File: config.mk
export PLATFORM = sky130hd
export DESIGN_NAME = bzm_top
export DESIGN_NICKNAME = d
export VERILOG_FILES = /design/src/bzm_top.v
export VERILOG_INCLUDE_DIRS = /design/src
export SDC_FILE = /design/constraint.sdc
export NUM_CORES = 1
export LEC_CHECK = 0
export ABC_AREA = 1
export ABC_CLOCK_PERIOD_IN_PS = 2800
export BUFFER_PORTS_ARGS = -buffer_cell sky130_fd_sc_hd__buf_2
export CAP_MARGIN = 30
export CELL_PAD_IN_SITES_DETAIL_PLACEMENT = 1
export CELL_PAD_IN_SITES_GLOBAL_PLACEMENT = 1
export CORE_MARGIN = 2
export CORE_UTILIZATION = 44
export CTS_CLUSTER_DIAMETER = 50
export DETAILED_ROUTE_END_ITERATION = 8
export GPL_ROUTABILITY_DRIVEN = 1
export GPL_TIMING_DRIVEN = 0
export HOLD_SLACK_MARGIN = 0.1
export PLACE_DENSITY = 0.92
export SLEW_MARGIN = 20
export SYNTH_ARGS = -nofsm -noshare
export SYNTH_HDL_FRONTEND = slang
export SYNTH_SLANG_ARGS = --single-unit
File: constraint.sdc
create_clock -name clk -period 2.8 [get_ports clk]
set_clock_uncertainty 0.2 [all_clocks]
set_input_delay 0.56 -clock clk [delete_from_list [all_inputs] [get_ports clk]]
set_output_delay 0.56 -clock clk [all_outputs]
set_load 0.02 [all_outputs]
File: src/bzm_map.vh
// register map, field positions, reset values and timing counts of the buzzer block
`ifndef BZM_MAP_VH
`define BZM_MAP_VH
// ----------------------------------------------------------------
// register indexes (byte address is four times the index)
// ----------------------------------------------------------------
`define BZM_IDX_A_FRQ_LO 16'hA040
`define BZM_IDX_A_FRQ_HI 16'hA041
`define BZM_IDX_A_LEN 16'hA042
`define BZM_IDX_A_GAP 16'hA043
`define BZM_IDX_B_FRQ_LO 16'hA044
`define BZM_IDX_B_FRQ_HI 16'hA045
`define BZM_IDX_B_LEN 16'hA046
`define BZM_IDX_B_GAP 16'hA047
`define BZM_IDX_TONE_CTRL 16'hA048
`define BZM_IDX_PWR_WIN 16'hA049
`define BZM_IDX_TU_CFG 16'hA04A
`define BZM_IDX_IRQ_STAT 16'hA04B
`define BZM_IDX_IRQ_MASK 16'hA04C
// ----------------------------------------------------------------
// tone_control fields
// ----------------------------------------------------------------
`define BZM_TC_ENABLE 7
`define BZM_TC_INVERT 6
`define BZM_TC_B_IRQ_EN 5
`define BZM_TC_A_IRQ_EN 4
`define BZM_TC_B_FLAG 3
`define BZM_TC_A_FLAG 2
`define BZM_TC_B_GO 1
`define BZM_TC_A_GO 0
// ----------------------------------------------------------------
// time_unit_config fields
// ----------------------------------------------------------------
`define BZM_TU_HI 7
`define BZM_TU_LO 6
`define BZM_TU_TONE_BASE_SELECT 4
`define BZM_TU_PW_IRQ_EN 1
`define BZM_TU_PW_FLAG 0
// ----------------------------------------------------------------
// interrupt status and mask bits
// ----------------------------------------------------------------
`define BZM_IRQ_A_END 0
`define BZM_IRQ_B_END 1
`define BZM_IRQ_PWR 2
// ----------------------------------------------------------------
// reset values and timing
// ----------------------------------------------------------------
`define BZM_RST_BYTE 8'h00
`define BZM_SLOW_KHZ 32
`define BZM_UNIT_MS 1
`define BZM_TICKS_PER_UNIT (`BZM_SLOW_KHZ * `BZM_UNIT_MS)
`define BZM_BASE_DIV_SLOW 64
`define BZM_BASE_DIV_FAST 32
`endif

File: src/bzm_top.v
// buzzer and melody controller with avalon-mm register slave
//
// Implementation choice: register access over Avalon-MM.
`timescale 1ns/1ps
`include "bzm_map.vh"

// ----------------------------------------------------------------
// time unit tick generator
// ----------------------------------------------------------------
module bzm_unit (
  input wire clk,
  input wire reset_n,
  input wire restart,
  input wire slow_rise,
  input wire [1:0] time_unit,
  output reg tick_q
);
  reg [7:0] cnt_q;
  wire [31:0] span;

  // slow clock edges per unit less one, doubled per unit step; low byte is the limit
  assign span = (`BZM_TICKS_PER_UNIT << time_unit) - 1;

  // count slow edges, restart aligns the unit to a note start
  always @(posedge clk or negedge reset_n) begin
    if (!reset_n) begin
      cnt_q <= 8'h00;
      tick_q <= 1'b0;
    end else if (restart) begin
      cnt_q <= 8'h00;
      tick_q <= 1'b0;
    end else begin
      tick_q <= 1'b0;
      if (slow_rise) begin
        if (cnt_q == span[7:0]) begin
          cnt_q <= 8'h00;
          tick_q <= 1'b1;
        end else begin
          cnt_q <= cnt_q + 8'h01;
        end
      end
    end
  end
endmodule // bzm_unit

// ----------------------------------------------------------------
// top level
// ----------------------------------------------------------------
module bzm_top (
  input wire clk,
  input wire reset_n,
  input wire [17:0] avs_address,
  input wire avs_read,
  input wire avs_write,
  input wire [31:0] avs_writedata,
  output reg [31:0] avs_readdata,
  output reg avs_waitrequest,
  input wire slow_clock_32k,
  output reg tone_output_pin,
  output reg power_window_active,
  output reg irq
);
  localparam [1:0] ST_IDLE = 2'd0;
  localparam [1:0] ST_TONE = 2'd1;
  localparam [1:0] ST_GAP = 2'd2;

  reg [11:0] note_a_divider_q, note_b_divider_q;
  reg [7:0] note_a_length_count_q, note_b_length_count_q;
  reg [7:0] note_a_gap_count_q, note_b_gap_count_q;
  reg [7:0] power_window_count_q;
  reg tone_ctrl_enable_q, tone_out_invert_q;
  reg note_a_end_irq_enable_q, note_b_end_irq_enable_q;
  reg note_a_end_flag_q, note_b_end_flag_q;
  reg note_a_go_q, note_b_go_q;
  reg [1:0] time_unit_q;
  reg tone_base_select_q, power_window_irq_enable_q, power_window_flag_q;
  reg [2:0] irq_stat_q, irq_mask_q;
  reg [1:0] state_q;
  reg cur_b_q;
  reg [7:0] seg_cnt_q;
  reg [7:0] pw_cnt_q;
  reg pw_run_q;
  reg slow_q;
  reg [4:0] pre_q;
  reg [11:0] tone_cnt_q;
  reg tone_q;

  wire [15:0] idx = avs_address[17:2];
  wire wr_go = avs_write && !avs_waitrequest;
  wire rd_go = avs_read && !avs_waitrequest;
  wire wr_tc = wr_go && idx == `BZM_IDX_TONE_CTRL;
  wire wr_tu = wr_go && idx == `BZM_IDX_TU_CFG;
  wire [7:0] wd = avs_writedata[7:0];
  wire en_next = wr_tc ? wd[`BZM_TC_ENABLE] : tone_ctrl_enable_q;
  wire slow_rise = slow_clock_32k && !slow_q;
  wire unit_tick, pw_tick;

  // ----------------------------------------------------------------
  // sequencer decisions
  // ----------------------------------------------------------------
  wire go_a = note_a_go_q || (wr_tc && wd[`BZM_TC_A_GO]);
  wire go_b = note_b_go_q || (wr_tc && wd[`BZM_TC_B_GO]);
  wire seg_done = seg_cnt_q == 8'h00;
  wire note_end = state_q == ST_GAP && seg_done;
  // after a note, the other armed note follows, else the sequencer returns to idle
  wire done_a = note_end && !cur_b_q;
  wire done_b = note_end && cur_b_q;
  wire rest_a = go_a && !done_a;
  wire rest_b = go_b && !done_b;
  wire start = tone_ctrl_enable_q &&
               ((state_q == ST_IDLE && (go_a || go_b)) ||
                (note_end && (rest_a || rest_b)));
  // from idle A wins; on completion the other note wins
  wire next_b = (state_q == ST_IDLE) ? !go_a :
                (cur_b_q ? !rest_a : rest_b);
  wire [11:0] div_sel = cur_b_q ? note_b_divider_q : note_a_divider_q;
  wire [4:0] pre_lim = tone_base_select_q ? 5'd31 : 5'd15;

  bzm_unit u_seg_unit (
    .clk(clk),
    .reset_n(reset_n),
    .restart(start || !tone_ctrl_enable_q),
    .slow_rise(slow_rise),
    .time_unit(time_unit_q),
    .tick_q(unit_tick)
  );

  bzm_unit u_pw_unit (
    .clk(clk),
    .reset_n(reset_n),
    .restart(start || !tone_ctrl_enable_q),
    .slow_rise(slow_rise),
    .time_unit(time_unit_q),
    .tick_q(pw_tick)
  );

  // ----------------------------------------------------------------
  // avalon slave handshake: one wait cycle per access
  // ----------------------------------------------------------------
  always @(posedge clk or negedge reset_n) begin
    if (!reset_n) begin
      avs_waitrequest <= 1'b1;
      avs_readdata <= 32'h0000_0000;
    end else begin
      avs_waitrequest <= !((avs_read || avs_write) && avs_waitrequest);
      if (avs_read && avs_waitrequest) begin
        avs_readdata <= 32'h0000_0000;
        if (idx == `BZM_IDX_A_FRQ_LO) begin
          avs_readdata[7:0] <= note_a_divider_q[7:0];
        end else if (idx == `BZM_IDX_A_FRQ_HI) begin
          avs_readdata[3:0] <= note_a_divider_q[11:8];
        end else if (idx == `BZM_IDX_A_LEN) begin
          avs_readdata[7:0] <= note_a_length_count_q;
        end else if (idx == `BZM_IDX_A_GAP) begin
          avs_readdata[7:0] <= note_a_gap_count_q;
        end else if (idx == `BZM_IDX_B_FRQ_LO) begin
          avs_readdata[7:0] <= note_b_divider_q[7:0];
        end else if (idx == `BZM_IDX_B_FRQ_HI) begin
          avs_readdata[3:0] <= note_b_divider_q[11:8];
        end else if (idx == `BZM_IDX_B_LEN) begin
          avs_readdata[7:0] <= note_b_length_count_q;
        end else if (idx == `BZM_IDX_B_GAP) begin
          avs_readdata[7:0] <= note_b_gap_count_q;
        end else if (idx == `BZM_IDX_TONE_CTRL) begin
          // playing status in the go positions
          avs_readdata[7:0] <= {tone_ctrl_enable_q, tone_out_invert_q,
                                note_b_end_irq_enable_q, note_a_end_irq_enable_q,
                                note_b_end_flag_q, note_a_end_flag_q,
                                state_q != ST_IDLE && cur_b_q,
                                state_q != ST_IDLE && !cur_b_q};
        end else if (idx == `BZM_IDX_PWR_WIN) begin
          avs_readdata[7:0] <= power_window_count_q;
        end else if (idx == `BZM_IDX_TU_CFG) begin
          avs_readdata[7:0] <= {time_unit_q, 1'b0, tone_base_select_q, 2'b00,
                                power_window_irq_enable_q, power_window_flag_q};
        end else if (idx == `BZM_IDX_IRQ_STAT) begin
          avs_readdata[2:0] <= irq_stat_q;
        end else if (idx == `BZM_IDX_IRQ_MASK) begin
          avs_readdata[2:0] <= irq_mask_q;
        end
      end
    end
  end

  // ----------------------------------------------------------------
  // plain configuration registers
  // ----------------------------------------------------------------
  always @(posedge clk or negedge reset_n) begin
    if (!reset_n) begin
      note_a_divider_q <= 12'h000;
      note_b_divider_q <= 12'h000;
      note_a_length_count_q <= `BZM_RST_BYTE;
      note_b_length_count_q <= `BZM_RST_BYTE;
      note_a_gap_count_q <= `BZM_RST_BYTE;
      note_b_gap_count_q <= `BZM_RST_BYTE;
      power_window_count_q <= `BZM_RST_BYTE;
      tone_ctrl_enable_q <= 1'b0;
      tone_out_invert_q <= 1'b0;
      note_a_end_irq_enable_q <= 1'b0;
      note_b_end_irq_enable_q <= 1'b0;
      time_unit_q <= 2'b00;
      tone_base_select_q <= 1'b0;
      power_window_irq_enable_q <= 1'b0;
      irq_mask_q <= 3'b000;
    end else if (wr_go) begin
      if (idx == `BZM_IDX_A_FRQ_LO) begin
        note_a_divider_q[7:0] <= wd;
      end else if (idx == `BZM_IDX_A_FRQ_HI) begin
        note_a_divider_q[11:8] <= wd[3:0];
      end else if (idx == `BZM_IDX_A_LEN) begin
        note_a_length_count_q <= wd;
      end else if (idx == `BZM_IDX_A_GAP) begin
        note_a_gap_count_q <= wd;
      end else if (idx == `BZM_IDX_B_FRQ_LO) begin
        note_b_divider_q[7:0] <= wd;
      end else if (idx == `BZM_IDX_B_FRQ_HI) begin
        note_b_divider_q[11:8] <= wd[3:0];
      end else if (idx == `BZM_IDX_B_LEN) begin
        note_b_length_count_q <= wd;
      end else if (idx == `BZM_IDX_B_GAP) begin
        note_b_gap_count_q <= wd;
      end else if (idx == `BZM_IDX_TONE_CTRL) begin
        tone_ctrl_enable_q <= wd[`BZM_TC_ENABLE];
        tone_out_invert_q <= wd[`BZM_TC_INVERT];
        note_b_end_irq_enable_q <= wd[`BZM_TC_B_IRQ_EN];
        note_a_end_irq_enable_q <= wd[`BZM_TC_A_IRQ_EN];
      end else if (idx == `BZM_IDX_PWR_WIN) begin
        power_window_count_q <= wd;
      end else if (idx == `BZM_IDX_TU_CFG) begin
        time_unit_q <= wd[`BZM_TU_HI:`BZM_TU_LO];
        tone_base_select_q <= wd[`BZM_TU_TONE_BASE_SELECT];
        power_window_irq_enable_q <= wd[`BZM_TU_PW_IRQ_EN];
      end else if (idx == `BZM_IDX_IRQ_MASK) begin
        irq_mask_q <= wd[2:0];
      end
    end
  end

  // ----------------------------------------------------------------
  // flags: hardware set wins over software clear
  // ----------------------------------------------------------------
  wire set_a = done_a && note_a_end_irq_enable_q;
  wire set_b = done_b && note_b_end_irq_enable_q;
  wire pw_expire = pw_run_q && pw_cnt_q == 8'h00;
  wire set_pw = pw_expire;
  wire rd_stat = rd_go && idx == `BZM_IDX_IRQ_STAT;

  always @(posedge clk or negedge reset_n) begin
    if (!reset_n) begin
      note_a_end_flag_q <= 1'b0;
      note_b_end_flag_q <= 1'b0;
      power_window_flag_q <= 1'b0;
      irq_stat_q <= 3'b000;
      irq <= 1'b0;
    end else begin
      // flags clear by writing zero, writing one keeps them
      note_a_end_flag_q <= set_a ||
        (note_a_end_flag_q && !(wr_tc && !wd[`BZM_TC_A_FLAG]));
      note_b_end_flag_q <= set_b ||
        (note_b_end_flag_q && !(wr_tc && !wd[`BZM_TC_B_FLAG]));
      power_window_flag_q <= set_pw ||
        (power_window_flag_q && !(wr_tu && !wd[`BZM_TU_PW_FLAG]));
      // sticky status, cleared by reading it
      irq_stat_q <= {set_pw && power_window_irq_enable_q, set_b, set_a} |
                    (rd_stat ? 3'b000 : irq_stat_q);
      irq <= |(irq_stat_q & irq_mask_q);
    end
  end

  // ----------------------------------------------------------------
  // go commands and note sequencer
  // ----------------------------------------------------------------
  always @(posedge clk or negedge reset_n) begin
    if (!reset_n) begin
      note_a_go_q <= 1'b0;
      note_b_go_q <= 1'b0;
      state_q <= ST_IDLE;
      cur_b_q <= 1'b0;
      seg_cnt_q <= 8'h00;
    end else if (!en_next || !tone_ctrl_enable_q) begin
      // disabled: abort, drop commands; go written with enable is kept
      note_a_go_q <= en_next && wr_tc && wd[`BZM_TC_A_GO];
      note_b_go_q <= en_next && wr_tc && wd[`BZM_TC_B_GO];
      state_q <= ST_IDLE;
      cur_b_q <= 1'b0;
      seg_cnt_q <= 8'h00;
    end else begin
      note_a_go_q <= rest_a;
      note_b_go_q <= rest_b;
      if (start) begin
        cur_b_q <= next_b;
        state_q <= ST_TONE;
        seg_cnt_q <= next_b ? note_b_length_count_q : note_a_length_count_q;
      end else begin
        case (state_q)
          ST_TONE: begin
            if (seg_done) begin
              state_q <= ST_GAP;
              seg_cnt_q <= cur_b_q ? note_b_gap_count_q : note_a_gap_count_q;
            end else if (unit_tick) begin
              seg_cnt_q <= seg_cnt_q - 8'h01;
            end
          end
          ST_GAP: begin
            if (seg_done) begin
              state_q <= ST_IDLE;
            end else if (unit_tick) begin
              seg_cnt_q <= seg_cnt_q - 8'h01;
            end
          end
          default: begin
            state_q <= ST_IDLE;
          end
        endcase
      end
    end
  end

  // ----------------------------------------------------------------
  // power window timer
  // ----------------------------------------------------------------
  always @(posedge clk or negedge reset_n) begin
    if (!reset_n) begin
      pw_run_q <= 1'b0;
      pw_cnt_q <= 8'h00;
      power_window_active <= 1'b0;
    end else if (!tone_ctrl_enable_q) begin
      pw_run_q <= 1'b0;
      pw_cnt_q <= 8'h00;
      power_window_active <= 1'b0;
    end else if (start) begin
      pw_run_q <= 1'b1;
      pw_cnt_q <= power_window_count_q;
      power_window_active <= 1'b1;
    end else if (pw_expire) begin
      pw_run_q <= 1'b0;
      power_window_active <= 1'b0;
    end else if (pw_run_q && pw_tick) begin
      pw_cnt_q <= pw_cnt_q - 8'h01;
    end
  end

  // ----------------------------------------------------------------
  // tone generator: half period is divider plus one base ticks
  // ----------------------------------------------------------------
  always @(posedge clk or negedge reset_n) begin
    if (!reset_n) begin
      slow_q <= 1'b0;
      pre_q <= 5'd0;
      tone_cnt_q <= 12'h000;
      tone_q <= 1'b0;
      tone_output_pin <= 1'b0;
    end else begin
      slow_q <= slow_clock_32k;
      if (state_q != ST_TONE || start) begin
        pre_q <= 5'd0;
        tone_cnt_q <= 12'h000;
        tone_q <= 1'b0;
      end else if (pre_q == pre_lim) begin
        pre_q <= 5'd0;
        if (tone_cnt_q == div_sel) begin
          tone_cnt_q <= 12'h000;
          tone_q <= !tone_q;
        end else begin
          tone_cnt_q <= tone_cnt_q + 12'h001;
        end
      end else begin
        pre_q <= pre_q + 5'd1;
      end
      // quiet in gap, idle and disable
      tone_output_pin <= (tone_q && state_q == ST_TONE) ^ tone_out_invert_q;
    end
  end
endmodule // bzm_top

==> results.py, run 1 <==
metrics = {
    "run_status": {
        "status": "finished, final reports clean",
    },
    "drt": {
        "postRouteWirelength_um": 28900,
        "postRouteAntennaNets": 0,
        "drt_iter0_markers": 791,
        "routedWlPerCell_um": 19.2,
        "via_per_inst": 5.63,
        "drc": 0,
        "vias": 8475,
        "dr.pass1.iters": 6,
    },
    "setup_path": {
        "reg2reg_setup_slack_ps": 150,
        "path_class": "primary input to register",
        "crit_chain": "buf_2, inv_1, nand2_1, nor3_2, nand2_1, nand2_1, o21ai_0, a22oi_1, a21oi_1, o21ai_0, a21oi_1",
        "arrival_ps": 2810,
        "cp.required_ps": 2920,
        "path_max_fanout": 6,
        "cp-start-kind": "primary input",
        "slowest_stage": "nor3_2",
        "reg2reg_to": "pw_run_q",
        "crit_top_cell": "nand2_1",
        "r2r-start": "seg_cnt_q[0]",
        "crit_start": "avs_address[3]",
        "cp-end-kind": "register",
        "cpPeakStageDelay_ps": 430,
        "crit_end": "avs_readdata[7]",
        "reg2reg_depth": 14,
    },
    "floorplan": {
        "die_h_um": 143,
        "core-area_mm2": 0.0188,
        "row_count": 50,
        "die_area_mm2": 0.0204,
        "start_util": 0.451,
        "die_x_um": 143,
        "ioPinCount": 91,
    },
    "yosys": {
        "synth_edf_count": 0,
        "synth_area_mm2": 0.00849,
        "syn_inst": 1144,
        "avgSynthCellArea_um2": 7.42,
        "yosysWarningCount": 0,
        "synth_top_area_cell": "dfrtp_1",
        "synth_top_area_frac": 0.442,
        "synthTopCellsByArea": "dfrtp_1, nand2_1, o21ai_0, inv_1, nor2_1",
        "synthTopCellsByCount": "nand2_1, dfrtp_1, o21ai_0",
        "synth-seq-cells": 151,
        "ys.flop_type": "dfrtp_1",
        "synthArstFlopShare": 1.00,
        "seq_area_frac_synth": 0.445,
        "yosysMostFrequentCell": "nand2_1",
        "synth_cell_types": 53,
    },
    "sta": {
        "report.final.slew_viol_count": 0,
        "max_freq_mhz": 371,
        "period_minus_slack_ps": 2690,
        "setup_tns_ps": 0,
        "worst_pin_slew_ps": 740,
        "setup_viol": 0,
        "slew_headroom": 0.507,
        "min_period_over_period": 0.962,
        "hold_violations": 0,
        "hold_ws_ps": 130,
    },
    "cts": {
        "clk_pin_slew_ps": 70,
        "htree_levels": 4,
        "cts_root_buffer": "clkbuf_16",
        "clk-insertion-delay-late_ps": 450,
        "cts_inserted_buffers": 17,
        "cts.sinks": 151,
        "cts_tree": "yes",
        "clockBufferDepth": 2,
    },
    "power_and_ir_drop": {
        "vdd_drop_max_mv": 0.450,
        "p_leak_nw": 4.62,
        "p_per_area_mw_per_mm2": 475,
        "power.total_w": 0.00465,
    },
    "run": {
        "drv_cap": 0,
    },
    "global_route": {
        "grt_pass1_wl_um": 46200,
        "grt_pass1_vias": 8727,
        "antenna_found_initial": 0,
        "grt_max_degree": 88,
        "grt_util_all_layers": 0.297,
        "overflow": 0,
    },
    "layout": {
        "nets": 1293,
        "n_antenna_cell": 0,
        "area_growth_pct": 15.2,
        "drive_gt1_frac": 0.121,
    },
    "placement": {
        "io_buffers": 40,
        "hpwl_um": 20100,
        "routabilityCongestion": 0.928,
    },
    "min_path": {
        "min_path_type": "primary input to register",
    },
}
==> report_power, final <==
| part | total [W] | leakage, nW | internal, W | switching (W) |
|---|---|---|---|---|
| clock | 0.00219 | 0.257 | 0.00116 | 0.00103 |
| combinational | 0.000255 | 2.30 | 0.0000674 | 0.000188 |
| sequential | 0.00220 | 2.07 | 0.00219 | 0.00000929 |
| total | 0.00465 | 4.62 | 0.00342 | 0.00123 |
==> how the worst min path moves through the flow <==
stage	slack [ps]	startpoint	end	depth (start not counted)
6_report	130	avs_read	avs_waitrequest	2
5_1_grt	140	avs_read	avs_waitrequest	2
4_1_cts	100	avs_read	avs_waitrequest	2
3_5_place_dp	250	pre_q[0]	pre_q[0]	1
3_3_place_gp	250	pre_q[0]	pre_q[0]	1
2_1_floorplan	60	reset_n	avs_readdata[0]	0
==> repair_timing <==
item | in CTS | in global routing
hold buffers | 3 | 0
endpoints found under the hold margin | 66 | 0
pin swaps | 0 | 1
resized for setup | 2 | 16
endpoints found under the setup margin | 6 | 41
setup buffers | 0 | 2
==> registers in the layout, summed over array words and instances (netlist names), 5 cells and up <==
register and flops:
power_window_count_q 8, note_b_length_count_q 8, tone_cnt_q 12, pre_q 5, seg_cnt_q 8, note_a_length_count_q 8, pw_cnt_q 8, u_pw_unit.cnt_q 8
note_b_gap_count_q 8, avs_readdata 8, note_b_divider_q 12, note_a_divider_q 12, note_a_gap_count_q 8, u_seg_unit.cnt_q 8
==> cell families after synthesis <==
| family | share of synthesized area |
|---|---|
| adder cells (fa/ha/maj) | 0.0103 |
| other | 0.000442 |
| AND/OR/NAND/NOR | 0.295 |
| AO/OA/AOI/OAI | 0.124 |
| buffers and inverters | 0.0912 |
| XOR/XNOR | 0.0340 |
| flip-flops | 0.445 |
==> stage by stage <==
stage / utilization / area, µm² / setup slack, ps / cells
final: 0.520 / 9790 / 106 / 1504
after global routing: 0.520 / 9790 / -18.4 / 1504
after CTS: 0.516 / 9720 / 25.7 / 1502
after detailed placement: 0.486 / 9140 / -320 / 1468
after global placement: 0.484 / 9100 / -1300 / 1467
after floorplan: - / 8580 / 474 / 1167
==> layer usage <==
metal  track usage  part of all wire
met5             0                 0
met3        0.0614             0.079
met1         0.385              0.41
met4         0.122             0.038
met2         0.485              0.48
==> area by class of cell <==
type / instances / area, µm²
Fill cell: 2381 / 9040
Timing Repair Buffer: 46 / 283
Tap cell: 260 / 325
Multi-Input combinational cell: 838 / 4080
Clock inverter: 13 / 97.6
Sequential cell: 151 / 3780
Buffer: 46 / 279
Clock buffer: 19 / 443
Inverter: 131 / 494
==> worst max-delay path: cells and delay by family <==
kind	cells	cell delay, ps
buffers and inverters	2	320
AO/OA/AOI/OAI	5	910
AND/OR/NAND/NOR	4	1010
==> placed cells by master (no fill, tap or decap), types with 7 or more instances in the layout <==
master	count
dfrtp_1	149
nor2_1	103
buf_2	43
o21ai_1	7
inv_1	122
o21ai_0	136
nand4_1	15
nand2_1	330
xor2_1	26
ha_1	7
a21oi_1	32
nand3_1	56
conb_1	24
clkbuf_1	17
buf_4	27
nand2_2	7
xnor2_1	7
clkbuf_16	17
nor3_1	25
No activity file was read; power rests on OpenSTA's default activity.
==> run 2: changes to the inputs <==
--- a/config.mk
+++ b/config.mk
@@ -21,4 +21,5 @@
 export HOLD_SLACK_MARGIN = 0.1
 export PLACE_DENSITY = 0.92
+export REMOVE_ABC_BUFFERS = 1
 export SLEW_MARGIN = 20
 export SYNTH_ARGS = -nofsm -noshare
==> constraint.sdc (replaced) <==
create_clock -name clk -period 2.8 [get_ports clk]
set_clock_uncertainty 0.2 [all_clocks]
set_input_delay 0.28 -clock clk [delete_from_list [all_inputs] [get_ports clk]]
set_output_delay 0.28 -clock clk [all_outputs]
set_load 0.02 [all_outputs]
==> results.py, run 2 (same netlist as run 1, synthesis figures left out) <==
metrics = {
    "layout": {
        "n_antenna_cell": 0,
        "reg_top3": "note_a_divider_q x12, note_b_divider_q x12, tone_cnt_q x12",
        "fillers": 2350,
        "final_cell_mix": "nand2_1, dfrtp_1, o21ai_0, inv_1, nor2_1",
        "drive_gt1_frac": 0.111,
        "multiInputGateArea_mm2": 0.00409,
        "nets": 1264,
        "stdcell_area_mm2": 0.00971,
        "fin_util": 0.515,
        "area_growth_pct": 14.3,
        "final_common_cell": "nand2_1",
        "final-seq-area_mm2": 0.00378,
    },
    "floorplan": {
        "die_x_um": 143,
        "start_util": 0.451,
        "die_area_mm2": 0.0204,
        "row_count": 50,
        "core-area_mm2": 0.0188,
        "ioPinCount": 91,
        "die_h_um": 143,
    },
    "placement": {
        "routabilityCongestion": 0.916,
        "io_buffers": 40,
        "dpl-instance-area_mm2": 0.00887,
        "hpwl_um": 18900,
    },
    "cts": {
        "clk_pin_slew_ps": 70,
        "cts_tree": "yes",
        "cts.sinks": 151,
        "cts_inserted_buffers": 17,
        "clockBufferDepth": 2,
        "htree_levels": 4,
        "clk-insertion-delay-late_ps": 450,
        "cts_root_buffer": "clkbuf_16",
    },
    "sta": {
        "slew_headroom": 0.498,
        "max_freq_mhz": 368,
        "worst_pin_slew_ps": 752,
        "report.final.slew_viol_count": 0,
        "hold_violations": 0,
        "min_period_over_period": 0.971,
        "period_minus_slack_ps": 2720,
        "setup_viol": 0,
    },
    "min_path": {
        "min_path_type": "primary input to register",
    },
    "power_and_ir_drop": {
        "pwr-share-clk": 0.496,
        "swShare": 0.251,
        "p_per_area_mw_per_mm2": 498,
        "vdd_drop_max_mv": 0.442,
        "p_leak_nw": 4.55,
        "power_frac_comb": 0.049,
        "power.switching_w": 0.00121,
        "internal_power_w": 0.00362,
        "seq_power_share": 0.455,
    },
    "setup_path": {
        "crit_buf_inv": 1,
        "path_class": "register to register",
        "cpPeakStageDelay_ps": 580,
        "arrival_ps": 2870,
        "slowest_stage": "dfrtp_4",
        "crit_chain": "o21ai_0, or2_2, nand3_1, nor3_1, nand2_1, nand2_1, nand2_1, inv_2, nand2_1, o21ai_0",
        "cp.required_ps": 2950,
        "crit_top_cell": "nand2_1",
        "cp-end-kind": "register",
        "critical-path-top-delay-family": "simple AND/OR/NAND/NOR gates",
        "path_max_fanout": 14,
        "cp-start-kind": "register",
    },
    "drt": {
        "drc": 0,
        "via_per_inst": 5.67,
        "drt_iter0_markers": 668,
        "vias": 8364,
        "postRouteAntennaNets": 0,
        "dr.pass1.iters": 5,
        "postRouteWirelength_um": 29300,
        "routedWlPerCell_um": 19.9,
    },
    "global_route": {
        "grt_util_all_layers": 0.289,
        "overflow": 0,
        "grt_pass1_vias": 8622,
        "grt_pass1_wl_um": 45200,
        "antenna_found_initial": 0,
        "grt_max_degree": 83,
    },
    "run": {
        "drv_cap": 0,
    },
    "run_status": {
        "status": "finished, final reports clean",
    },
}
==> run 2: cell count changes in the layout (fill, tap and decap cells not counted), moves of 3 or more <==
cell and delta:
buf_4 -18, clkbuf_1 -16, dlygate4sd3_1 +6, buf_2 -3
==> run 2: routing by layer <==
layer / up-vias / part of all wire / GRT usage
met1: 4119 / 0.39 / 0.357
met4: 0 / 0.038 / 0.131
met2: 379 / 0.50 / 0.483
li1: 3756 / - / -
met3: 110 / 0.072 / 0.0637
met5: - / 0 / 0
==> run 2: worst paths after layout <==
kind | start | end | slack (ps) | cells past startpoint
worst max-delay path | cur_b_q | tone_q | 80 | 10
worst min-delay path | avs_writedata[4] | note_a_divider_q[4] | 160 | 3
worst max register to register | cur_b_q | tone_q | 80 | 10
worst min register to register | avs_readdata[2] | avs_readdata[2] | 280 | 2
max in group asynchronous | reset_n | cur_b_q | 1410 | 3
min in group asynchronous | reset_n | seg_cnt_q[6] | 190 | 2
==> run 2: repair_timing <==
action                     4_1_cts  5_1_grt
setup endpoints to repair       50       57
gates cloned                     1        1
pin swaps                        0        6
resized for setup                5       14
buffers inserted                 3        7
hold buffers                     9        0
hold endpoints to repair        81        0
==> run 2: layout make-up <==
class / instances / area share
clock buffers: 20 / 0.0471
repair inverters: 1 / 0.000516
repair buffers: 61 / 0.0424
well taps: 260 / 0.0335
clock inverters: 12 / 0.0143
multi-input cells: 839 / 0.421
inverters: 131 / 0.0513
flip-flops and latches: 151 / 0.390
==> run 2: power groups by stage <==
stage | registers [W] | logic, W | clock network (W)
floorplan | 0.00225 | 0.0000827 | 0
global placement | 0.00224 | 0.000207 | 0
detailed placement | 0.00224 | 0.000219 | 0
CTS | 0.00220 | 0.000235 | 0.00239
global route | 0.00220 | 0.000258 | 0.00248
finish | 0.00220 | 0.000237 | 0.00239
==> run 2: through the flow <==
step / instances / TNS [ps] / hold WS (ps) / total power [W] / worst slack [ps]
finish: 1475 / 0 / 164 / 0.00483 / 80.8
global route: 1475 / -14.4 / 183 / 0.00494 / -9.17
CTS: 1467 / 0 / 152 / 0.00483 / 24.1
detailed placement: 1422 / -9490 / 82.4 / 0.00246 / -623
global placement: 1420 / -227390 / 203 / 0.00245 / -1140
floorplan: 1120 / 0 / -216 / 0.00233 / 127
==> run 2: tightest hold or removal path, delay by kind of cell <==
family,cells,cell delay (ps)
buffers and inverters,2,270
AO/OA/AOI/OAI,1,210
==> run 3: changes to the inputs <==
==> constraint.sdc (replaced) <==
create_clock -name clk -period 2.8 [get_ports clk]
set_clock_uncertainty 0.2 [all_clocks]
set_input_delay 0.42 -clock clk [delete_from_list [all_inputs] [get_ports clk]]
set_output_delay 0.42 -clock clk [all_outputs]
set_load 0.02 [all_outputs]
==> results.py, run 3 (same netlist as run 1, synthesis figures left out) <==
metrics = {
    "run_status": {
        "status": "finished, final reports clean",
    },
    "global_route": {
        "grt_pass1_wl_um": 45400,
        "grt_max_degree": 83,
        "grt_util_all_layers": 0.291,
        "antenna_found_initial": 0,
        "grt_pass1_vias": 8639,
        "overflow": 0,
    },
    "setup_path": {
        "crit_top_cell": "nand2_1",
        "cp-start-kind": "register",
        "path_class": "register to register",
        "r2r-start": "cur_b_q",
        "arrival_ps": 2870,
        "reg2reg_to": "tone_q",
        "cp.required_ps": 2950,
        "cpPeakStageDelay_ps": 580,
        "reg2reg_depth": 10,
        "crit_chain": "o21ai_0, or2_2, nand3_1, nor3_1, nand2_1, nand2_1, nand2_1, inv_2, nand2_1, o21ai_0",
        "reg2reg_setup_slack_ps": 80,
        "path_max_fanout": 14,
        "cp-end-kind": "register",
        "slowest_stage": "dfrtp_4",
    },
    "placement": {
        "dpl.cell_count": 1422,
        "io_buffers": 40,
        "dpl-instance-area_mm2": 0.00887,
        "routabilityCongestion": 0.916,
        "hpwl_um": 18900,
    },
    "power_and_ir_drop": {
        "vdd_drop_max_mv": 0.440,
        "p_per_area_mw_per_mm2": 499,
        "p_leak_nw": 4.54,
    },
    "cts": {
        "cts_inserted_buffers": 17,
        "cts.sinks": 151,
        "cts_tree": "yes",
        "clk_pin_slew_ps": 70,
        "clk-insertion-delay-late_ps": 440,
        "htree_levels": 4,
        "clockBufferDepth": 2,
        "cts_root_buffer": "clkbuf_16",
    },
    "layout": {
        "n_antenna_cell": 0,
        "area_growth_pct": 14.0,
        "multiInputGateArea_mm2": 0.00408,
        "fillers": 2350,
        "fin_cells": 1473,
        "final_cell_mix": "nand2_1, dfrtp_1, o21ai_0, inv_1, nor2_1",
        "drive_gt1_frac": 0.112,
        "stdcell_area_mm2": 0.00968,
        "nets": 1262,
        "final-seq-area_mm2": 0.00378,
        "reg_top3": "note_a_divider_q x12, note_b_divider_q x12, tone_cnt_q x12",
        "final_common_cell": "nand2_1",
    },
    "sta": {
        "min_period_over_period": 0.970,
        "slew_headroom": 0.542,
        "report.final.slew_viol_count": 0,
        "setup_viol": 0,
        "hold_violations": 0,
        "worst_pin_slew_ps": 687,
        "hold_ws_ps": 125,
        "rsz0062_at_grt": "false",
        "max_freq_mhz": 368,
        "period_minus_slack_ps": 2720,
    },
    "drt": {
        "postRouteWirelength_um": 29400,
        "drt_iter0_markers": 688,
        "postRouteAntennaNets": 0,
        "routedWlPerCell_um": 19.9,
        "via_per_inst": 5.70,
        "dr.pass1.iters": 5,
        "vias": 8390,
        "drc": 0,
    },
    "run": {
        "drv_cap": 0,
    },
    "floorplan": {
        "core-area_mm2": 0.0188,
        "row_count": 50,
        "ioPinCount": 91,
        "start_util": 0.451,
        "die_h_um": 143,
        "die_area_mm2": 0.0204,
        "die_x_um": 143,
    },
    "min_path": {
        "min_path_type": "primary input to register",
        "hold_path_end": "note_b_go_q",
        "whs_path_depth": 3,
        "min_from": "avs_writedata[1]",
    },
}
-- run 3: cell count changes in the layout (fill, tap and decap cells not counted) --
| cell | delta |
|---|---|
| buf_4 | +1 |
| dlygate4sd3_1 | -3 |
| nand2_2 | +1 |
| nand2_4 | -1 |
| nor2_1 | +1 |
| nor2_2 | -1 |
| nor3_1 | -1 |
| nor3_2 | +1 |
-- run 3: area by class of cell --
class / instances / area share
Multi-Input combinational cell: 839 / 0.422
Sequential cell: 151 / 0.391
Inverter: 131 / 0.0514
Clock buffer: 20 / 0.0472
Timing Repair Buffer: 59 / 0.0402
Tap cell: 260 / 0.0336
Clock inverter: 12 / 0.0143
Timing Repair inverter: 1 / 0.000517
-- run 3: through the flow --
stage	total power, W	utilization	setup TNS, ps	setup slack (ps)
finish	0.00483	0.514	0	83.2
global route	0.00494	0.514	0	0.952
CTS	0.00482	0.509	0	17.7
detailed placement	0.00246	0.471	-14290	-623
global placement	0.00245	0.469	-260710	-1280
floorplan	0.00233	-	-107	-13.4
-- run 3: worst max path at each step --
stage,start,end,depth (start not counted)
2_1_floorplan,avs_address[13],note_a_gap_count_q[0],10
3_3_place_gp,reset_n,avs_readdata[3],1
6_report,cur_b_q,tone_q,10
4_1_cts,avs_address[7],avs_readdata[7],11
5_1_grt,cur_b_q,tone_q,13
3_5_place_dp,cur_b_q,tone_q,12
-- run 3: power by group --
part / internal [W] / switching, W
Clock: 0.00137 / 0.00102
Combinational: 0.0000480 / 0.000188
Sequential: 0.00219 / 0.00000647
Total: 0.00361 / 0.00121
-- run 3: critical path: cells and delay by family (launching register included) --
kind            cells  cell delay [ps]
flops               1              580
compound gates      2              680
buf+inv             1              180
simple gates        7              980
-- run 3: per-layer routing --
layer	GRT usage	up-vias	wire, µm
met2	0.490	399	14500
met1	0.359	4127	11600
met3	0.0694	116	2150
met5	0	-	0
met4	0.121	0	1160
li1	-	3748	-
-- run 3: what timing repair did --
item,4_1_cts,5_1_grt
pin swaps,1,3
hold endpoints to repair,72,0
cloned,2,0
setup buffers,3,8
hold buffers,6,0
setup endpoints to repair,54,57
resized for setup,5,13
